`src/common/iwc_cfg.svh`:
```
// Purpose: offsets, field positions, reset values and vector layout
// Assumes: register index times four is the byte address
// Notes:   definitions only
`ifndef IWC_CFG_SVH
`define IWC_CFG_SVH
// register indices
`define IWC_IDX_POWER 8'h87
`define IWC_IDX_TMRPIN 8'h88
`define IWC_IDX_FLAGS 8'h95
`define IWC_IDX_P1WAKE 8'h96
`define IWC_IDX_EN_MAIN 8'ha8
`define IWC_IDX_EN_EXTRA 8'ha9
`define IWC_IDX_PLO_MAIN 8'hb8
`define IWC_IDX_PHI_MAIN 8'hb9
`define IWC_IDX_PLO_EXTRA 8'hba
`define IWC_IDX_PHI_EXTRA 8'hbb
`define IWC_IDX_CLKCTL 8'hd8
// field positions
`define IWC_BIT_GATE 7
`define IWC_BIT_IDLE 0
`define IWC_BIT_STOP 1
`define IWC_BIT_A_TRIG 0
`define IWC_BIT_A_FLAG 1
`define IWC_BIT_B_TRIG 2
`define IWC_BIT_B_FLAG 3
`define IWC_BIT_C_FLAG 2
`define IWC_BIT_P1_FLAG 1
`define IWC_BIT_C_EN 2
`define IWC_BIT_CLKSTOP 4
// reset values
`define IWC_RST_BYTE 8'h00
`define IWC_RST_PIN 11'h7ff
// sources and vectors
`define IWC_NSRC 13
`define IWC_SLOT_A 4'h0
`define IWC_SLOT_B 4'h2
`define IWC_SLOT_P1 4'h8
`define IWC_SLOT_C 4'h9
`define IWC_ALIVE_MASK 13'h0385
`define IWC_VEC_BASE 16'h0003
`define IWC_VEC_RESV 16'h0033
`endif

```
`src/common/iwc_pkg.sv`:
```
// Purpose: shared types of the interrupt and wake-up controller
// Assumes: nothing
// Notes:   constants live in iwc_cfg.svh
package iwc_pkg;
    // one-hot power state
    typedef enum logic [2:0] {
        IWC_RUN = 3'b001,
        IWC_IDLE = 3'b010,
        IWC_STOP = 3'b100
    } iwc_pwr_t;
    typedef logic [1:0] iwc_lvl_t;
endpackage

```
`src/core/iwc_prio.sv`:
```
// Purpose: picks the highest-level pending source
// Assumes: pending already gated by enables
// Notes:   ties go to the lower slot number
`timescale 1ns/1ps
`default_nettype none
`include "iwc_cfg.svh"
module iwc_prio (
    input wire logic [12:0] pend,
    input wire logic [12:0] hi,
    input wire logic [12:0] lo,
    output logic vld,
    output logic [3:0] idx,
    output iwc_pkg::iwc_lvl_t lvl
);
    iwc_pkg::iwc_lvl_t lv_w [0:12];
    genvar g;
    for (g = 0; g < `IWC_NSRC; g++) begin : g_lvl
        assign lv_w[g] = {hi[g], lo[g]};
    end
    // descending scan with >= lets the lowest slot win a tie
    // tie order
    always_comb begin
        vld = 1'b0;
        idx = 4'h0;
        lvl = 2'b00;
        for (int i = `IWC_NSRC - 1; i >= 0; i--) begin
            if (pend[i] && (!vld || lv_w[i] >= lvl)) begin
                vld = 1'b1;
                idx = 4'(i);
                lvl = lv_w[i];
            end
        end
    end
endmodule
`default_nettype wire

```
`src/core/iwc_top.sv`:
```
// Purpose: interrupt and wake-up controller, Wishbone slave
// Assumes: CPU pulses CPU_ACK on entry, CPU_RETI on return
// Notes:   pins are synchronised; stop clock gating is external
//
// Functional notes
// - twelve sources, each on one of four levels
// - any enabled source ends idle; only pin sources end stop
// - events set pending flags regardless of enables
// - vectors 8 bytes apart from 0x0003, multi-flag sources ORed
// - slot at 0x0033 is never requested
// - service waits while equal or higher level is in service
// - higher level preempts; lower resumes after it returns
// - global gate off blocks all; on, each enable gates its source
// - every source has its own enable bit
// - pin enables also arm stop wake-up, regardless of global gate
// - per-pin port-1 wake mask, bit n for pin n
// - port-1 irq enable gates CPU service and idle wake, not stop wake
// - level is high bit and low bit, 11 highest
// - pins a and b: trigger type 0 low level, 1 falling edge
// - pin c falling edge only; port-1 any change of enabled pin
// - pin edge flags and port-1 flag clear on service entry
// - port-1 flag sets only for masked-in pins
// - flag register: write 0 clears, write 1 keeps
// - idle wake needs source enable and global gate
// - idle wake enters service at once
// - after stop wake the next instruction runs before service
// - after stop wake service needs gate, enables and a seen trigger
// - peripheral clock stop in idle leaves only timer3 and pins
// - stop entry refused while an enabled pin a, b or c is low
`timescale 1ns/1ps
`default_nettype none
`include "iwc_cfg.svh"
module iwc_top (
    input wire logic MCLK,
    input wire logic RST_N,
    input wire logic WB_CYC_I,
    input wire logic WB_STB_I,
    input wire logic WB_WE_I,
    input wire logic [9:0] WB_ADR_I,
    input wire logic [3:0] WB_SEL_I,
    input wire logic [31:0] WB_DAT_I,
    output logic [31:0] WB_DAT_O,
    output logic WB_ACK_O,
    input wire logic EXT_PIN_A,
    input wire logic EXT_PIN_B,
    input wire logic EXT_PIN_C,
    input wire logic [7:0] PORT1_PIN,
    input wire logic [13:0] PERIPH_FLAG,
    input wire logic CPU_ACK,
    input wire logic CPU_RETI,
    input wire logic CPU_STEP,
    output logic INT_REQ,
    output logic [15:0] INT_VECTOR,
    output logic [1:0] INT_LEVEL,
    output logic IDLE_MODE,
    output logic STOP_MODE
);
    // ****************************************************
    // declarations
    // ****************************************************
    iwc_pkg::iwc_pwr_t st_r, st_nxt;
    logic ack_r;
    logic [7:0] dat_r;
    logic [7:0] pwr_misc_r, tmrpin_r, p1_mask_r, en_main_r, en_extra_r;
    logic [5:0] plo_main_r, phi_main_r, plo_extra_r, phi_extra_r;
    logic clkstop_r;
    logic fl_a_r, fl_b_r, fl_c_r, fl_p1_r;
    logic fl_a_nxt, fl_b_nxt, fl_c_nxt, fl_p1_nxt;
    logic req_r, req_nxt, hold_r;
    logic [3:0] idx_r;
    iwc_pkg::iwc_lvl_t lvl_r;
    logic [3:0] in_svc_r, in_svc_nxt;
    logic [10:0] pin_w, lvl_s_w, fall_w, chg_w;
    // ****************************************************
    // pin synchronisers and edge detect
    // ****************************************************
    assign pin_w = {PORT1_PIN, EXT_PIN_C, EXT_PIN_B, EXT_PIN_A};
    // clockless wake
    // two sync flops and one edge flop per pin; the stopped-clock wake path is the
    // external clock gate's job, this logic sees pins once it runs
    genvar g;
    for (g = 0; g < 11; g++) begin : g_sync
        logic s1_r, s2_r, prev_r;
        always_ff @(posedge MCLK) begin
            if (!RST_N) begin
                s1_r <= 1'b1;
                s2_r <= 1'b1;
                prev_r <= 1'b1;
            end else begin
                s1_r <= pin_w[g];
                s2_r <= s1_r;
                prev_r <= s2_r;
            end
        end
        assign lvl_s_w[g] = s2_r;
        assign fall_w[g] = prev_r & ~s2_r;
        assign chg_w[g] = prev_r ^ s2_r;
    end
    // ****************************************************
    // bus decode
    // ****************************************************
    wire req_w = WB_CYC_I & WB_STB_I & ~ack_r;
    wire wr_w = req_w & WB_WE_I & WB_SEL_I[0];
    wire [7:0] wd = WB_DAT_I[7:0];
    wire [7:0] idx_w = WB_ADR_I[9:2];
    wire wr_pwr = wr_w & (idx_w == `IWC_IDX_POWER);
    wire wr_tp = wr_w & (idx_w == `IWC_IDX_TMRPIN);
    wire wr_fl = wr_w & (idx_w == `IWC_IDX_FLAGS);
    wire wr_p1 = wr_w & (idx_w == `IWC_IDX_P1WAKE);
    wire wr_enm = wr_w & (idx_w == `IWC_IDX_EN_MAIN);
    wire wr_enx = wr_w & (idx_w == `IWC_IDX_EN_EXTRA);
    wire wr_plm = wr_w & (idx_w == `IWC_IDX_PLO_MAIN);
    wire wr_phm = wr_w & (idx_w == `IWC_IDX_PHI_MAIN);
    wire wr_plx = wr_w & (idx_w == `IWC_IDX_PLO_EXTRA);
    wire wr_phx = wr_w & (idx_w == `IWC_IDX_PHI_EXTRA);
    wire wr_clk = wr_w & (idx_w == `IWC_IDX_CLKCTL);
    // ****************************************************
    // sources, enables, levels
    // ****************************************************
    wire gate = en_main_r[`IWC_BIT_GATE];
    wire en_a = en_main_r[0];
    wire en_b = en_main_r[2];
    wire en_c = en_extra_r[`IWC_BIT_C_EN];
    wire trig_a = tmrpin_r[`IWC_BIT_A_TRIG];
    wire trig_b = tmrpin_r[`IWC_BIT_B_TRIG];
    wire src_a = trig_a ? fl_a_r : ~lvl_s_w[0];
    wire src_b = trig_b ? fl_b_r : ~lvl_s_w[1];
    // vector order
    // multi-flag peripherals are ORed into one slot; slot 6 is dead
    wire [12:0] pend_w = {
        PERIPH_FLAG[12] | PERIPH_FLAG[13],
        PERIPH_FLAG[9] | PERIPH_FLAG[10] | PERIPH_FLAG[11],
        PERIPH_FLAG[7] | PERIPH_FLAG[8],
        fl_c_r, fl_p1_r, PERIPH_FLAG[6],
        1'b0,
        PERIPH_FLAG[4] | PERIPH_FLAG[5],
        PERIPH_FLAG[2] | PERIPH_FLAG[3],
        PERIPH_FLAG[1], src_b, PERIPH_FLAG[0], src_a};
    wire [12:0] en_w = {en_extra_r[5:0], 1'b0, en_main_r[5:0]};
    wire [12:0] hi_w = {phi_extra_r, 1'b0, phi_main_r};
    wire [12:0] lo_w = {plo_extra_r, 1'b0, plo_main_r};
    wire [12:0] alive_w = (st_r == iwc_pkg::IWC_IDLE && clkstop_r) ?
        `IWC_ALIVE_MASK : {`IWC_NSRC{1'b1}};
    wire [12:0] act_w = pend_w & en_w & alive_w & {`IWC_NSRC{gate}};
    logic win_vld;
    logic [3:0] win_idx;
    iwc_pkg::iwc_lvl_t win_lvl;
    iwc_prio u_prio (
        .pend(act_w),
        .hi(hi_w),
        .lo(lo_w),
        .vld(win_vld),
        .idx(win_idx),
        .lvl(win_lvl)
    );
    // ****************************************************
    // service tracking
    // ****************************************************
    // equal level waits
    wire blocked = (in_svc_r >> win_lvl) != 4'h0;
    wire ent_w = CPU_ACK & req_r;
    wire ent_a = ent_w & (idx_r == `IWC_SLOT_A);
    wire ent_b = ent_w & (idx_r == `IWC_SLOT_B);
    wire ent_c = ent_w & (idx_r == `IWC_SLOT_C);
    wire ent_p1 = ent_w & (idx_r == `IWC_SLOT_P1);
    assign req_nxt = win_vld & ~blocked & ~hold_r & ~CPU_ACK &
        (st_r != iwc_pkg::IWC_STOP);
    // highest level in service, cleared on return
    wire [3:0] top_w = in_svc_r[3] ? 4'h8 : in_svc_r[2] ? 4'h4 :
        in_svc_r[1] ? 4'h2 : in_svc_r[0] ? 4'h1 : 4'h0;
    wire [3:0] clr_svc = CPU_RETI ? top_w : 4'h0;
    wire [3:0] set_svc = ent_w ? (4'h1 << lvl_r) : 4'h0;
    assign in_svc_nxt = (in_svc_r & ~clr_svc) | set_svc;
    // request, vector and nesting state
    always_ff @(posedge MCLK) begin
        if (!RST_N) begin
            req_r <= 1'b0;
            idx_r <= 4'h0;
            lvl_r <= 2'b00;
            in_svc_r <= 4'h0;
        end else begin
            req_r <= req_nxt;
            idx_r <= win_idx;
            lvl_r <= win_lvl;
            in_svc_r <= in_svc_nxt;
        end
    end
    // ****************************************************
    // pin flags
    // ****************************************************
    // flags ignore enables
    wire set_a = fall_w[0] & trig_a;
    wire set_b = fall_w[1] & trig_b;
    wire set_c = fall_w[2];
    wire set_p1 = |(chg_w[10:3] & p1_mask_r);
    // write zero clears
    // a set in the clearing cycle wins
    assign fl_a_nxt = set_a | (wr_tp ? wd[`IWC_BIT_A_FLAG] : fl_a_r & ~ent_a);
    assign fl_b_nxt = set_b | (wr_tp ? wd[`IWC_BIT_B_FLAG] : fl_b_r & ~ent_b);
    assign fl_c_nxt = set_c | (fl_c_r & ~ent_c & ~(wr_fl & ~wd[`IWC_BIT_C_FLAG]));
    assign fl_p1_nxt = set_p1 |
        (fl_p1_r & ~ent_p1 & ~(wr_fl & ~wd[`IWC_BIT_P1_FLAG]));
    always_ff @(posedge MCLK) begin
        if (!RST_N) begin
            fl_a_r <= 1'b0;
            fl_b_r <= 1'b0;
            fl_c_r <= 1'b0;
            fl_p1_r <= 1'b0;
        end else begin
            fl_a_r <= fl_a_nxt;
            fl_b_r <= fl_b_nxt;
            fl_c_r <= fl_c_nxt;
            fl_p1_r <= fl_p1_nxt;
        end
    end
    // ****************************************************
    // power modes
    // ****************************************************
    // stop refusal
    wire pin_low_w = (en_a & ~lvl_s_w[0]) | (en_b & ~lvl_s_w[1]) |
        (en_c & ~lvl_s_w[2]);
    wire stop_wake = pin_low_w | set_p1;
    wire idle_wake = |act_w;
    always_comb begin
        st_nxt = st_r;
        case (st_r)
            iwc_pkg::IWC_RUN: begin
                if (wr_pwr && wd[`IWC_BIT_STOP] && !pin_low_w) begin
                    st_nxt = iwc_pkg::IWC_STOP;
                end else if (wr_pwr && wd[`IWC_BIT_IDLE]) begin
                    st_nxt = iwc_pkg::IWC_IDLE;
                end
            end
            iwc_pkg::IWC_IDLE: begin
                if (idle_wake) begin
                    st_nxt = iwc_pkg::IWC_RUN;
                end
            end
            iwc_pkg::IWC_STOP: begin
                if (stop_wake) begin
                    st_nxt = iwc_pkg::IWC_RUN;
                end
            end
            default: st_nxt = iwc_pkg::IWC_RUN;
        endcase
    end
    // service after stop wake
    // hold stays until the CPU retires one instruction
    wire stop_exit = (st_r == iwc_pkg::IWC_STOP) && (st_nxt == iwc_pkg::IWC_RUN);
    always_ff @(posedge MCLK) begin
        if (!RST_N) begin
            st_r <= iwc_pkg::IWC_RUN;
            hold_r <= 1'b0;
        end else begin
            st_r <= st_nxt;
            hold_r <= stop_exit | (hold_r & ~CPU_STEP);
        end
    end
    // ****************************************************
    // register file and bus answer
    // ****************************************************
    always_ff @(posedge MCLK) begin
        if (!RST_N) begin
            pwr_misc_r <= `IWC_RST_BYTE;
            tmrpin_r <= `IWC_RST_BYTE;
            p1_mask_r <= `IWC_RST_BYTE;
            en_main_r <= `IWC_RST_BYTE;
            en_extra_r <= `IWC_RST_BYTE;
            clkstop_r <= 1'b0;
        end else begin
            if (wr_pwr) pwr_misc_r <= wd & 8'h8c;
            if (wr_tp) tmrpin_r <= wd;
            if (wr_p1) p1_mask_r <= wd;
            if (wr_enm) en_main_r <= wd & 8'hbf;
            if (wr_enx) en_extra_r <= wd & 8'h3f;
            if (wr_clk) clkstop_r <= wd[`IWC_BIT_CLKSTOP];
        end
    end
    // priority bits, six per register
    always_ff @(posedge MCLK) begin
        if (!RST_N) begin
            plo_main_r <= 6'h00;
            phi_main_r <= 6'h00;
            plo_extra_r <= 6'h00;
            phi_extra_r <= 6'h00;
        end else begin
            if (wr_plm) plo_main_r <= wd[5:0];
            if (wr_phm) phi_main_r <= wd[5:0];
            if (wr_plx) plo_extra_r <= wd[5:0];
            if (wr_phx) phi_extra_r <= wd[5:0];
        end
    end
    // read view; unmapped indices answer zero
    wire [7:0] rd_pwr = {pwr_misc_r[7:2], st_r == iwc_pkg::IWC_STOP,
        st_r == iwc_pkg::IWC_IDLE};
    wire [7:0] rd_tp = {tmrpin_r[7:4], fl_b_r, trig_b, fl_a_r, trig_a};
    wire [7:0] rd_fl = {2'b00, PERIPH_FLAG[8], PERIPH_FLAG[7], 1'b0,
        fl_c_r, fl_p1_r, PERIPH_FLAG[6]};
    wire [7:0] rd_w =
        (idx_w == `IWC_IDX_POWER) ? rd_pwr :
        (idx_w == `IWC_IDX_TMRPIN) ? rd_tp :
        (idx_w == `IWC_IDX_FLAGS) ? rd_fl :
        (idx_w == `IWC_IDX_P1WAKE) ? p1_mask_r :
        (idx_w == `IWC_IDX_EN_MAIN) ? en_main_r :
        (idx_w == `IWC_IDX_EN_EXTRA) ? en_extra_r :
        (idx_w == `IWC_IDX_PLO_MAIN) ? {2'b00, plo_main_r} :
        (idx_w == `IWC_IDX_PHI_MAIN) ? {2'b00, phi_main_r} :
        (idx_w == `IWC_IDX_PLO_EXTRA) ? {2'b00, plo_extra_r} :
        (idx_w == `IWC_IDX_PHI_EXTRA) ? {2'b00, phi_extra_r} :
        (idx_w == `IWC_IDX_CLKCTL) ? {3'b000, clkstop_r, 4'h0} : 8'h00;
    // one-cycle answer, dropped the cycle after
    always_ff @(posedge MCLK) begin
        if (!RST_N) begin
            ack_r <= 1'b0;
            dat_r <= 8'h00;
        end else begin
            ack_r <= req_w;
            if (req_w) dat_r <= rd_w;
        end
    end
    // ****************************************************
    // outputs
    // ****************************************************
    assign WB_ACK_O = ack_r;
    assign WB_DAT_O = {24'h00_0000, dat_r};
    assign INT_REQ = req_r;
    assign INT_VECTOR = `IWC_VEC_BASE + {9'h000, idx_r, 3'b000};
    assign INT_LEVEL = lvl_r;
    assign IDLE_MODE = st_r[1];
    assign STOP_MODE = st_r[2];
    // ****************************************************
    // checks
    // ****************************************************
    resv_slot_a: assert property (@(posedge MCLK) disable iff (!RST_N)
        INT_REQ |-> INT_VECTOR != `IWC_VEC_RESV) else $error("reserved vector requested");
    gate_off_a: assert property (@(posedge MCLK) disable iff (!RST_N)
        !gate |=> !INT_REQ) else $error("request with gate off");
    equal_block_a: assert property (@(posedge MCLK) disable iff (!RST_N)
        INT_REQ |-> (in_svc_r >> INT_LEVEL) == 4'h0) else $error("request blocked by level");
    stop_refuse_a: assert property (@(posedge MCLK) disable iff (!RST_N)
        (wr_pwr && wd[`IWC_BIT_STOP] && pin_low_w) |=> !STOP_MODE) else $error("stop not refused");
    flag_write_a: assert property (@(posedge MCLK) disable iff (!RST_N)
        (wr_fl && !wd[`IWC_BIT_C_FLAG] && !set_c) |=> !fl_c_r) else $error("flag write clear failed");
    entry_clear_a: assert property (@(posedge MCLK) disable iff (!RST_N)
        (ent_p1 && !set_p1) |=> !fl_p1_r) else $error("entry did not clear flag");
    p1_cause_a: assert property (@(posedge MCLK) disable iff (!RST_N)
        $rose(fl_p1_r) |-> $past(set_p1)) else $error("port-1 flag without cause");
    stop_resume_a: assert property (@(posedge MCLK) disable iff (!RST_N)
        $fell(STOP_MODE) |-> hold_r ##1 !INT_REQ) else $error("service before resume");
    stop_wake_a: assert property (@(posedge MCLK) disable iff (!RST_N)
        (STOP_MODE && en_a && !lvl_s_w[0]) |=> !STOP_MODE) else $error("pin did not wake stop");
    idle_gate_a: assert property (@(posedge MCLK) disable iff (!RST_N)
        (IDLE_MODE && !gate && !wr_pwr) |=> IDLE_MODE) else $error("idle left with gate off");
endmodule
`default_nettype wire

```
`config.mk`:
```
export PLATFORM = sky130hd
export DESIGN_NAME = iwc_top
export DESIGN_NICKNAME = d
export VERILOG_FILES = /design/src/common/iwc_pkg.sv /design/src/core/iwc_prio.sv /design/src/core/iwc_top.sv
export VERILOG_INCLUDE_DIRS = /design/src /design/src/common
export SDC_FILE = /design/constraint.sdc
export NUM_CORES = 1
export LEC_CHECK = 0
export BUFFER_PORTS_ARGS = -buffer_cell sky130_fd_sc_hd__clkbuf_2
export CAP_MARGIN = 20
export CORE_MARGIN = 2
export CORE_UTILIZATION = 45
export DETAILED_ROUTE_END_ITERATION = 12
export PLACE_DENSITY_LB_ADDON = 0.15
export SYNTH_ARGS = -nofsm -noshare
export SYNTH_HDL_FRONTEND = slang
export SYNTH_SLANG_ARGS = --single-unit
```
`constraint.sdc`:
```
create_clock -name MCLK -period 30.7 [get_ports MCLK]
set_input_delay 4.605 -clock MCLK [delete_from_list [all_inputs] [get_ports MCLK]]
set_output_delay 4.605 -clock MCLK [all_outputs]
set_load 0.01 [all_outputs]
```
# ---- Word level (Yosys, flattened, before mapping)
# Index checks and enable logic that the tools add are counted.
dict set report classes {
  n_addsub 1
  magnitude_cmp 12
  eq_ne 19
  shift 2
  mux 65
  bitwise_logic 87
  n_reduce_logical 50
}
# op count
set ops {}
lappend ops {{equality test 8 bit, second input constant} 11}
lappend ops {{bitwise AND 1 bit} 41}
lappend ops {{two-way mux 8 bit} 5}
lappend ops {{bitwise AND 13 bit} 3}
lappend ops {{two-way mux 2 bit} 16}
lappend ops {{two-way mux 4 bit} 8}
lappend ops {{two-way mux 6 bit} 5}
lappend ops {{two-way mux 3 bit} 9}
lappend ops {{>= comparator 2 bit} 11}
lappend ops {{two-way mux 1 bit} 19}
lappend ops {{logical AND 1 bit} 17}
lappend ops {{NOT 1 bit} 17}
lappend ops {{bitwise OR 1 bit} 14}
lappend ops {{logical NOT 1 bit} 13}
lappend ops {{two-way mux 13 bit} 1}
lappend ops {{OR reduction 13 bit} 1}
lappend ops {{logical OR 1 bit} 12}
lappend ops {{one-hot mux 3 bit (3 select lines)} 1}
lappend ops {{OR reduction 9 bit} 1}
lappend ops {{adder 2 x 7 -> 8 bit, first input constant} 1}
lappend ops {{bitwise AND 8 bit} 1}
lappend ops {{equality test 4 bit, second input constant} 2}
lappend ops {{OR reduction 8 bit} 1}
lappend ops {{XOR 1 bit} 8}
lappend ops {{other kinds (17)} 18}
dict set report totals {
  register_bits 118
  in_bits 79
  wordCells 294
}

# ---- Depth between registers and ports, before layout
dict set report depth {
  ltp_word 61
  ltp_mapped 76
  depth_no_buf 74
}

# ---- Cells and area by module
# From an unflattened synthesis, not the netlist that was laid out.
dict set report unflattened {
  cells_unflattened 788
  hier_area_um2 6692.7
}
# mod instances cells_each area_each_um2
set by_module_without_submodules {}
lappend by_module_without_submodules {iwc_top 1 609 5421.4}
lappend by_module_without_submodules {iwc_prio 1 179 1271.2}

# ---- Worst setup path after synthesis
# Ideal clock, no wire load.
dict set report synth_path {
  kind {input-to-reg}
  startpoint {in PERIPH_FLAG[13]}
  endpoint {reg req_r (netlist: INT_REQ)}
  setup_ps 70
  arrival_time_ps 17273
  t_required_ps 30630
  path_slack_ps 13357
  cell_stages 71
  n_path_buf 1
  cell_sequence {o21a_1 > and4_1 > ha_1 > nand2b_1 > a21o_1 > o2111ai_1 > nand2_1 > ha_1 > nand2b_1 > a221oi_2 > nor3_4 > a21oi_1 > a21oi_1 > ha_1 > a21oi_1 > a311oi_4 > a21o_1 > nor2_1 > [... 35 more ...] > or2_2 > o311ai_2 > and2_1 > ha_1 > nor2b_1 > nand2_1 > o2111a_1 > a31oi_1 > inv_1 > ha_1 > nand2b_1 > a221oi_1 > or2_1 > clkbuf_1 > nor2_1 > a21oi_1 > o211ai_1 > a21oi_1}
}
dict set report synth_between {
  elab_chain_cells 60
}
# element line
set synth_rtl {}
lappend synth_rtl {{from (decl)} iwc_top.sv:48} ;# input wire logic [13:0] PERIPH_FLAG,
lappend synth_rtl {{bitwise OR 1 bit *} iwc_top.sv:131} ;# PERIPH_FLAG[12] | PERIPH_FLAG[13],
lappend synth_rtl {{bitwise AND 13 bit * (3 in a row)} iwc_top.sv:144} ;# wire [12:0] act_w = pend_w & en_w & alive_w & {`IWC_NSRC{gate}};
lappend synth_rtl {{two-way mux 2 bit or two-way mux 1 bit (tied branches)} iwc_prio.sv:27} ;# if (pend[i] && (!vld || lv_w[i] >= lvl)) begin
lappend synth_rtl {{>= comparator 2 bit or logical NOT 1 bit (tied branches)} iwc_prio.sv:27}
lappend synth_rtl {{logical OR 1 bit} iwc_prio.sv:27}
lappend synth_rtl {{logical AND 1 bit} iwc_prio.sv:27}
lappend synth_rtl {{two-way mux 2 bit or two-way mux 1 bit (tied branches)} iwc_prio.sv:27}
lappend synth_rtl {{>= comparator 2 bit or logical NOT 1 bit (tied branches)} iwc_prio.sv:27}
lappend synth_rtl {{[... 39 more ...]} -}
lappend synth_rtl {{>= comparator 2 bit or logical NOT 1 bit (tied branches)} iwc_prio.sv:27}
lappend synth_rtl {{logical OR 1 bit} iwc_prio.sv:27}
lappend synth_rtl {{logical AND 1 bit} iwc_prio.sv:27}
lappend synth_rtl {{two-way mux 2 bit} iwc_prio.sv:27}
lappend synth_rtl {{>> shifter 4 x 2 -> 4 bit} iwc_top.sv:160} ;# wire blocked = (in_svc_r >> win_lvl) != 4'h0;
lappend synth_rtl {{nonzero test 4 bit} iwc_top.sv:160}
lappend synth_rtl {{NOT 1 bit} iwc_top.sv:166} ;# assign req_nxt = win_vld & ~blocked & ~hold_r & ~CPU_ACK &
lappend synth_rtl {{bitwise AND 1 bit * (4 in a row)} iwc_top.sv:166}
lappend synth_rtl {{to (signal assigned)} iwc_top.sv:182} ;# req_r <= req_nxt;
lappend synth_rtl {{to (decl)} iwc_top.sv:69} ;# logic req_r, req_nxt, hold_r;
# Every way passes the cells marked *; elsewhere a longest branch is shown, timed or not.
# A chain may end at the register's enable or synchronous reset.

# ---- Final worst setup path
dict set report layout_path {
  startpoint {in PERIPH_FLAG[13]}
  endpoint {reg idx_r[3]}
}
dict set report layout_between {
  elab_chain_cells 53
}
# element line
set layout_rtl {}
lappend layout_rtl {{bitwise OR 1 bit *} iwc_top.sv:131}
lappend layout_rtl {{bitwise AND 13 bit * (3 in a row)} iwc_top.sv:144}
lappend layout_rtl {{two-way mux 2 bit or two-way mux 1 bit (tied branches)} iwc_prio.sv:27}
lappend layout_rtl {{>= comparator 2 bit or logical NOT 1 bit (tied branches)} iwc_prio.sv:27}
lappend layout_rtl {{logical OR 1 bit} iwc_prio.sv:27}
lappend layout_rtl {{logical AND 1 bit} iwc_prio.sv:27}
lappend layout_rtl {{two-way mux 2 bit or two-way mux 1 bit (tied branches)} iwc_prio.sv:27}
lappend layout_rtl {{>= comparator 2 bit or logical NOT 1 bit (tied branches)} iwc_prio.sv:27}
lappend layout_rtl {{[... 35 more ...]} -}
lappend layout_rtl {{>= comparator 2 bit or logical NOT 1 bit (tied branches)} iwc_prio.sv:27}
lappend layout_rtl {{logical OR 1 bit} iwc_prio.sv:27}
lappend layout_rtl {{logical AND 1 bit} iwc_prio.sv:27}
lappend layout_rtl {{two-way mux 2 bit or two-way mux 1 bit (tied branches)} iwc_prio.sv:27}
lappend layout_rtl {{>= comparator 2 bit or logical NOT 1 bit (tied branches)} iwc_prio.sv:27}
lappend layout_rtl {{logical OR 1 bit} iwc_prio.sv:27}
lappend layout_rtl {{logical AND 1 bit} iwc_prio.sv:27}
lappend layout_rtl {{OR reduction 9 bit (no source line)} -}
lappend layout_rtl {{to (signal assigned)} iwc_top.sv:183} ;# idx_r <= win_idx;
lappend layout_rtl {{to (decl)} iwc_top.sv:70} ;# logic [3:0] idx_r;
# Marks and branches as above.

==> run metrics <==
Worst-path clk slew=60 ps; Slew Limit Headroom=33.14%; combinational group share of total power=4.6%; H-Tree Depth=4; Crit path arrival time=19,230 ps; hold_sp=g_sync[2].s1_r$_SDFF_PN1_; CTS tree=done; Post-route DRC=0; PostCTS Resize Cnt=0; vias=5,591; switching power of the nets=0.08134 mW; run status=completed; part of the cycle the worst path needs=61.63%; first-pass GRT wire length=28.16 mm; final worst setup slack=11,780 ps; Async SR Flop Fraction=0%; cell mode on critical path=ha_1; crit path launch=PERIPH_FLAG[13]; die footprint=15,280 um2; critical path type=in -> reg; grt ovf=0; max-cap viol count=0; Internal=0.2935 mW; Crit path buffers/inverters=2; Yosys reg bits=116; number of global-route vias before repair=5,393; post-layout min period=18,920 ps; number of flops mapped to enable cells by yosys=0; average size of a mapped cell=8.641 um2; Die H=123.6 um; core area=13,930 um2; Post-synth top flop=dfxtp_1; Hold Crit Class=reg -> reg; Post-DRT Antenna Nets=0; Peak VDD IR=0.04617 mV; DR vias/cell=5.647; Power Density=50.78 nW/um2; CP max-delay cell=a2111oi_1; 1st-pass router iterations=5; CTS sink cnt=116; root buffer selected by CTS=clkbuf_16; diode count=0; cell count after synthesis=745; final hold violations=0; setup violators final=0; biggest cell delay along the critical path=630 ps; synthesized area=6437 um2; fmax=52.85 MHz; number of I/O pins=133; pre-CTS worst setup slack=11,530 ps; Tot GR Track Use=24.21%; Die Wd=123.6 um; LEAKAGE=2.720 nW; register area share after synthesis=36.07%; library cells used by synthesis=77; post-DP HPWL=12.99 mm; gpl congestion=0.8819; CTS buffer count=17; Slew Viols, Final=0; delay-heaviest family, CP=compound AO/OA/AOI/OAI gates; hold_buf cts=0; WL final=17.46 mm; Worst Setup End Kind=register; Setup Fix Bufs, Post-CTS=0; initial antenna violation count=0; register share of total power=41.2%; critical path data required time=31,010 ps; Worst setup SP type=primary input; worst slew pin tran=1003 ps; row count=43; DR WL/cell=17.64 um; Sw Ratio=21.70%; I/O Buffers=67; RR Startpoint=en_main_r[7]$_SDFFE_PN0P_; Yosys Warn Count=0; share of post-route cells with drive strength above 1=16.17%; Clock power frac=54.2%; Post-Route Skew=10.31 ps; clock latency on the worst-skew pair=410 ps; largest net degree at the start of global routing=116; DRT iter0 DRCs=409; P&R area growth vs syn=14.66%; Sum Neg Setup Slack=0 ps; crit-path max FO=11; Starting Density=46.20%; CTS max path bufs=2; RSZ-0062 raised after global routing=false; nets=894
==> power by group through the flow <==
stage	Sequential, mW	Combinational [mW]	Clock [mW]
CTS	0.154	0.0174	0.206
detailed placement	0.158	0.0173	0
finish	0.154	0.0174	0.203
global placement	0.157	0.0171	0
global route	0.155	0.0195	0.213
floorplan	0.158	0.0136	0
==> worst reg2reg max path, delay by kind of cell, from the launching register on <==
family	cells	cell delay [ps]
AOI/OAI and AO/OA	31	7400
adders and majority gates	11	2950
buffers and inverters	2	260
DFF	1	620
and+or+nand+nor	24	4160
==> final cells by class <==
class | instances | area (um2)
Tap cell | 180 | 225.2
Inverter | 23 | 86.33
Multi-Input combinational cell | 566 | 3740
Clock buffer | 20 | 466.7
Fill cell | 1335 | 6554
Timing Repair Buffer | 74 | 387.9
Clock inverter | 11 | 152.6
Sequential cell | 116 | 2322
==> state kept, by name, summed over array words and instances, names as in the netlist, 6 cells and up <==
signal / count
g_sync.prev_r: 11
g_sync.s1_r: 11
g_sync.s2_r: 11
dat_r: 8
p1_mask_r: 8
en_main_r: 7
en_extra_r: 6
phi_extra_r: 6
phi_main_r: 6
plo_extra_r: 6
plo_main_r: 6
tmrpin_r: 6
==> synthesized netlist by cell type (3+ instances only) <==
library cell | n | area, um2
a211oi_1 | 4 | 30.03
a21boi_0 | 30 | 225.2
a21o_1 | 5 | 37.54
a21oi_1 | 32 | 160.2
a221oi_1 | 10 | 87.58
a22oi_1 | 17 | 127.6
a31oi_1 | 8 | 50.05
and2_1 | 9 | 56.30
and3_1 | 12 | 75.07
buf_1 | 3 | 11.26
buf_4 | 37 | 277.8
clkbuf_1 | 34 | 127.6
dfxtp_1 | 116 | 2322
ha_1 | 17 | 212.7
inv_1 | 22 | 82.58
mux2_2 | 5 | 56.30
mux2i_1 | 35 | 350.3
nand2_1 | 63 | 236.5
nand2b_1 | 46 | 287.8
nand3_1 | 35 | 175.2
nand4_1 | 4 | 25.02
nor2_1 | 33 | 123.9
nor2b_1 | 43 | 269.0
nor3_1 | 7 | 35.03
nor3b_1 | 6 | 45.04
o2111ai_1 | 4 | 35.03
o211ai_1 | 5 | 37.54
o21a_1 | 4 | 30.03
o21ai_0 | 27 | 135.1
o21ai_1 | 3 | 15.01
xor2_1 | 8 | 70.07
==> through the flow <==
stage	hold WS [ps]	area, um2	total power, mW	utilization (%)	cells
2_1_floorplan	386.3	6565	0.1712	-	779
6_report	401.7	7381	0.3748	52.97	990
3_3_place_gp	388.9	6761	0.1746	48.52	959
4_1_cts	406.2	7381	0.3781	52.97	990
5_1_grt	418.0	7381	0.3874	52.97	990
3_5_place_dp	394.0	6761	0.1749	48.52	959
==> logic make-up after synthesis <==
logic type      after synthesis  share of synthesized area [%]
compound gates              188                          21.96
xor+xnor                      8                          1.088
fa+ha+maj                    17                          3.304
buf+inv                      97                          7.813
flops                       116                          36.07
mux                          40                          6.317
other cells                   2                         0.1167
simple gates                277                          23.32
==> cells in the final DEF (no fill, tap or decap), drive strengths merged, types with 30 or more instances in the layout <==
| cell | synthesis | layout |
|---|---|---|
| a21boi | 30 | 30 |
| a21oi | 32 | 32 |
| clkbuf | 34 | 86 |
| conb | 2 | 36 |
| dfxtp | 116 | 116 |
| mux2i | 35 | 35 |
| nand2 | 63 | 63 |
| nand2b | 46 | 46 |
| nand3 | 36 | 36 |
| nor2 | 34 | 34 |
| nor2b | 43 | 43 |
| o21ai | 32 | 32 |
==> routing by layer <==
layer  vias up  global-route usage, %  part of all wire (%)
met5         -                      0                     0
met4         0                  10.30                   2.7
met3        35                  4.808                   4.8
met2       187                  40.66                    48
met1      2664                  30.23                    44
li1       2705                      -                     -
==> final timing paths <==
kind	cells past startpoint	slack, ps	endpoint
min reg2reg	1	400	g_sync[2].s2_r$_SDFF_PN1_
max reg2reg	68	15160	idx_r[3]$_SDFF_PP0_
max	69	11780	idx_r[3]$_SDFF_PP0_
min	1	400	g_sync[2].s2_r$_SDFF_PN1_
Note: power is estimated with default switching activity, not from simulation.
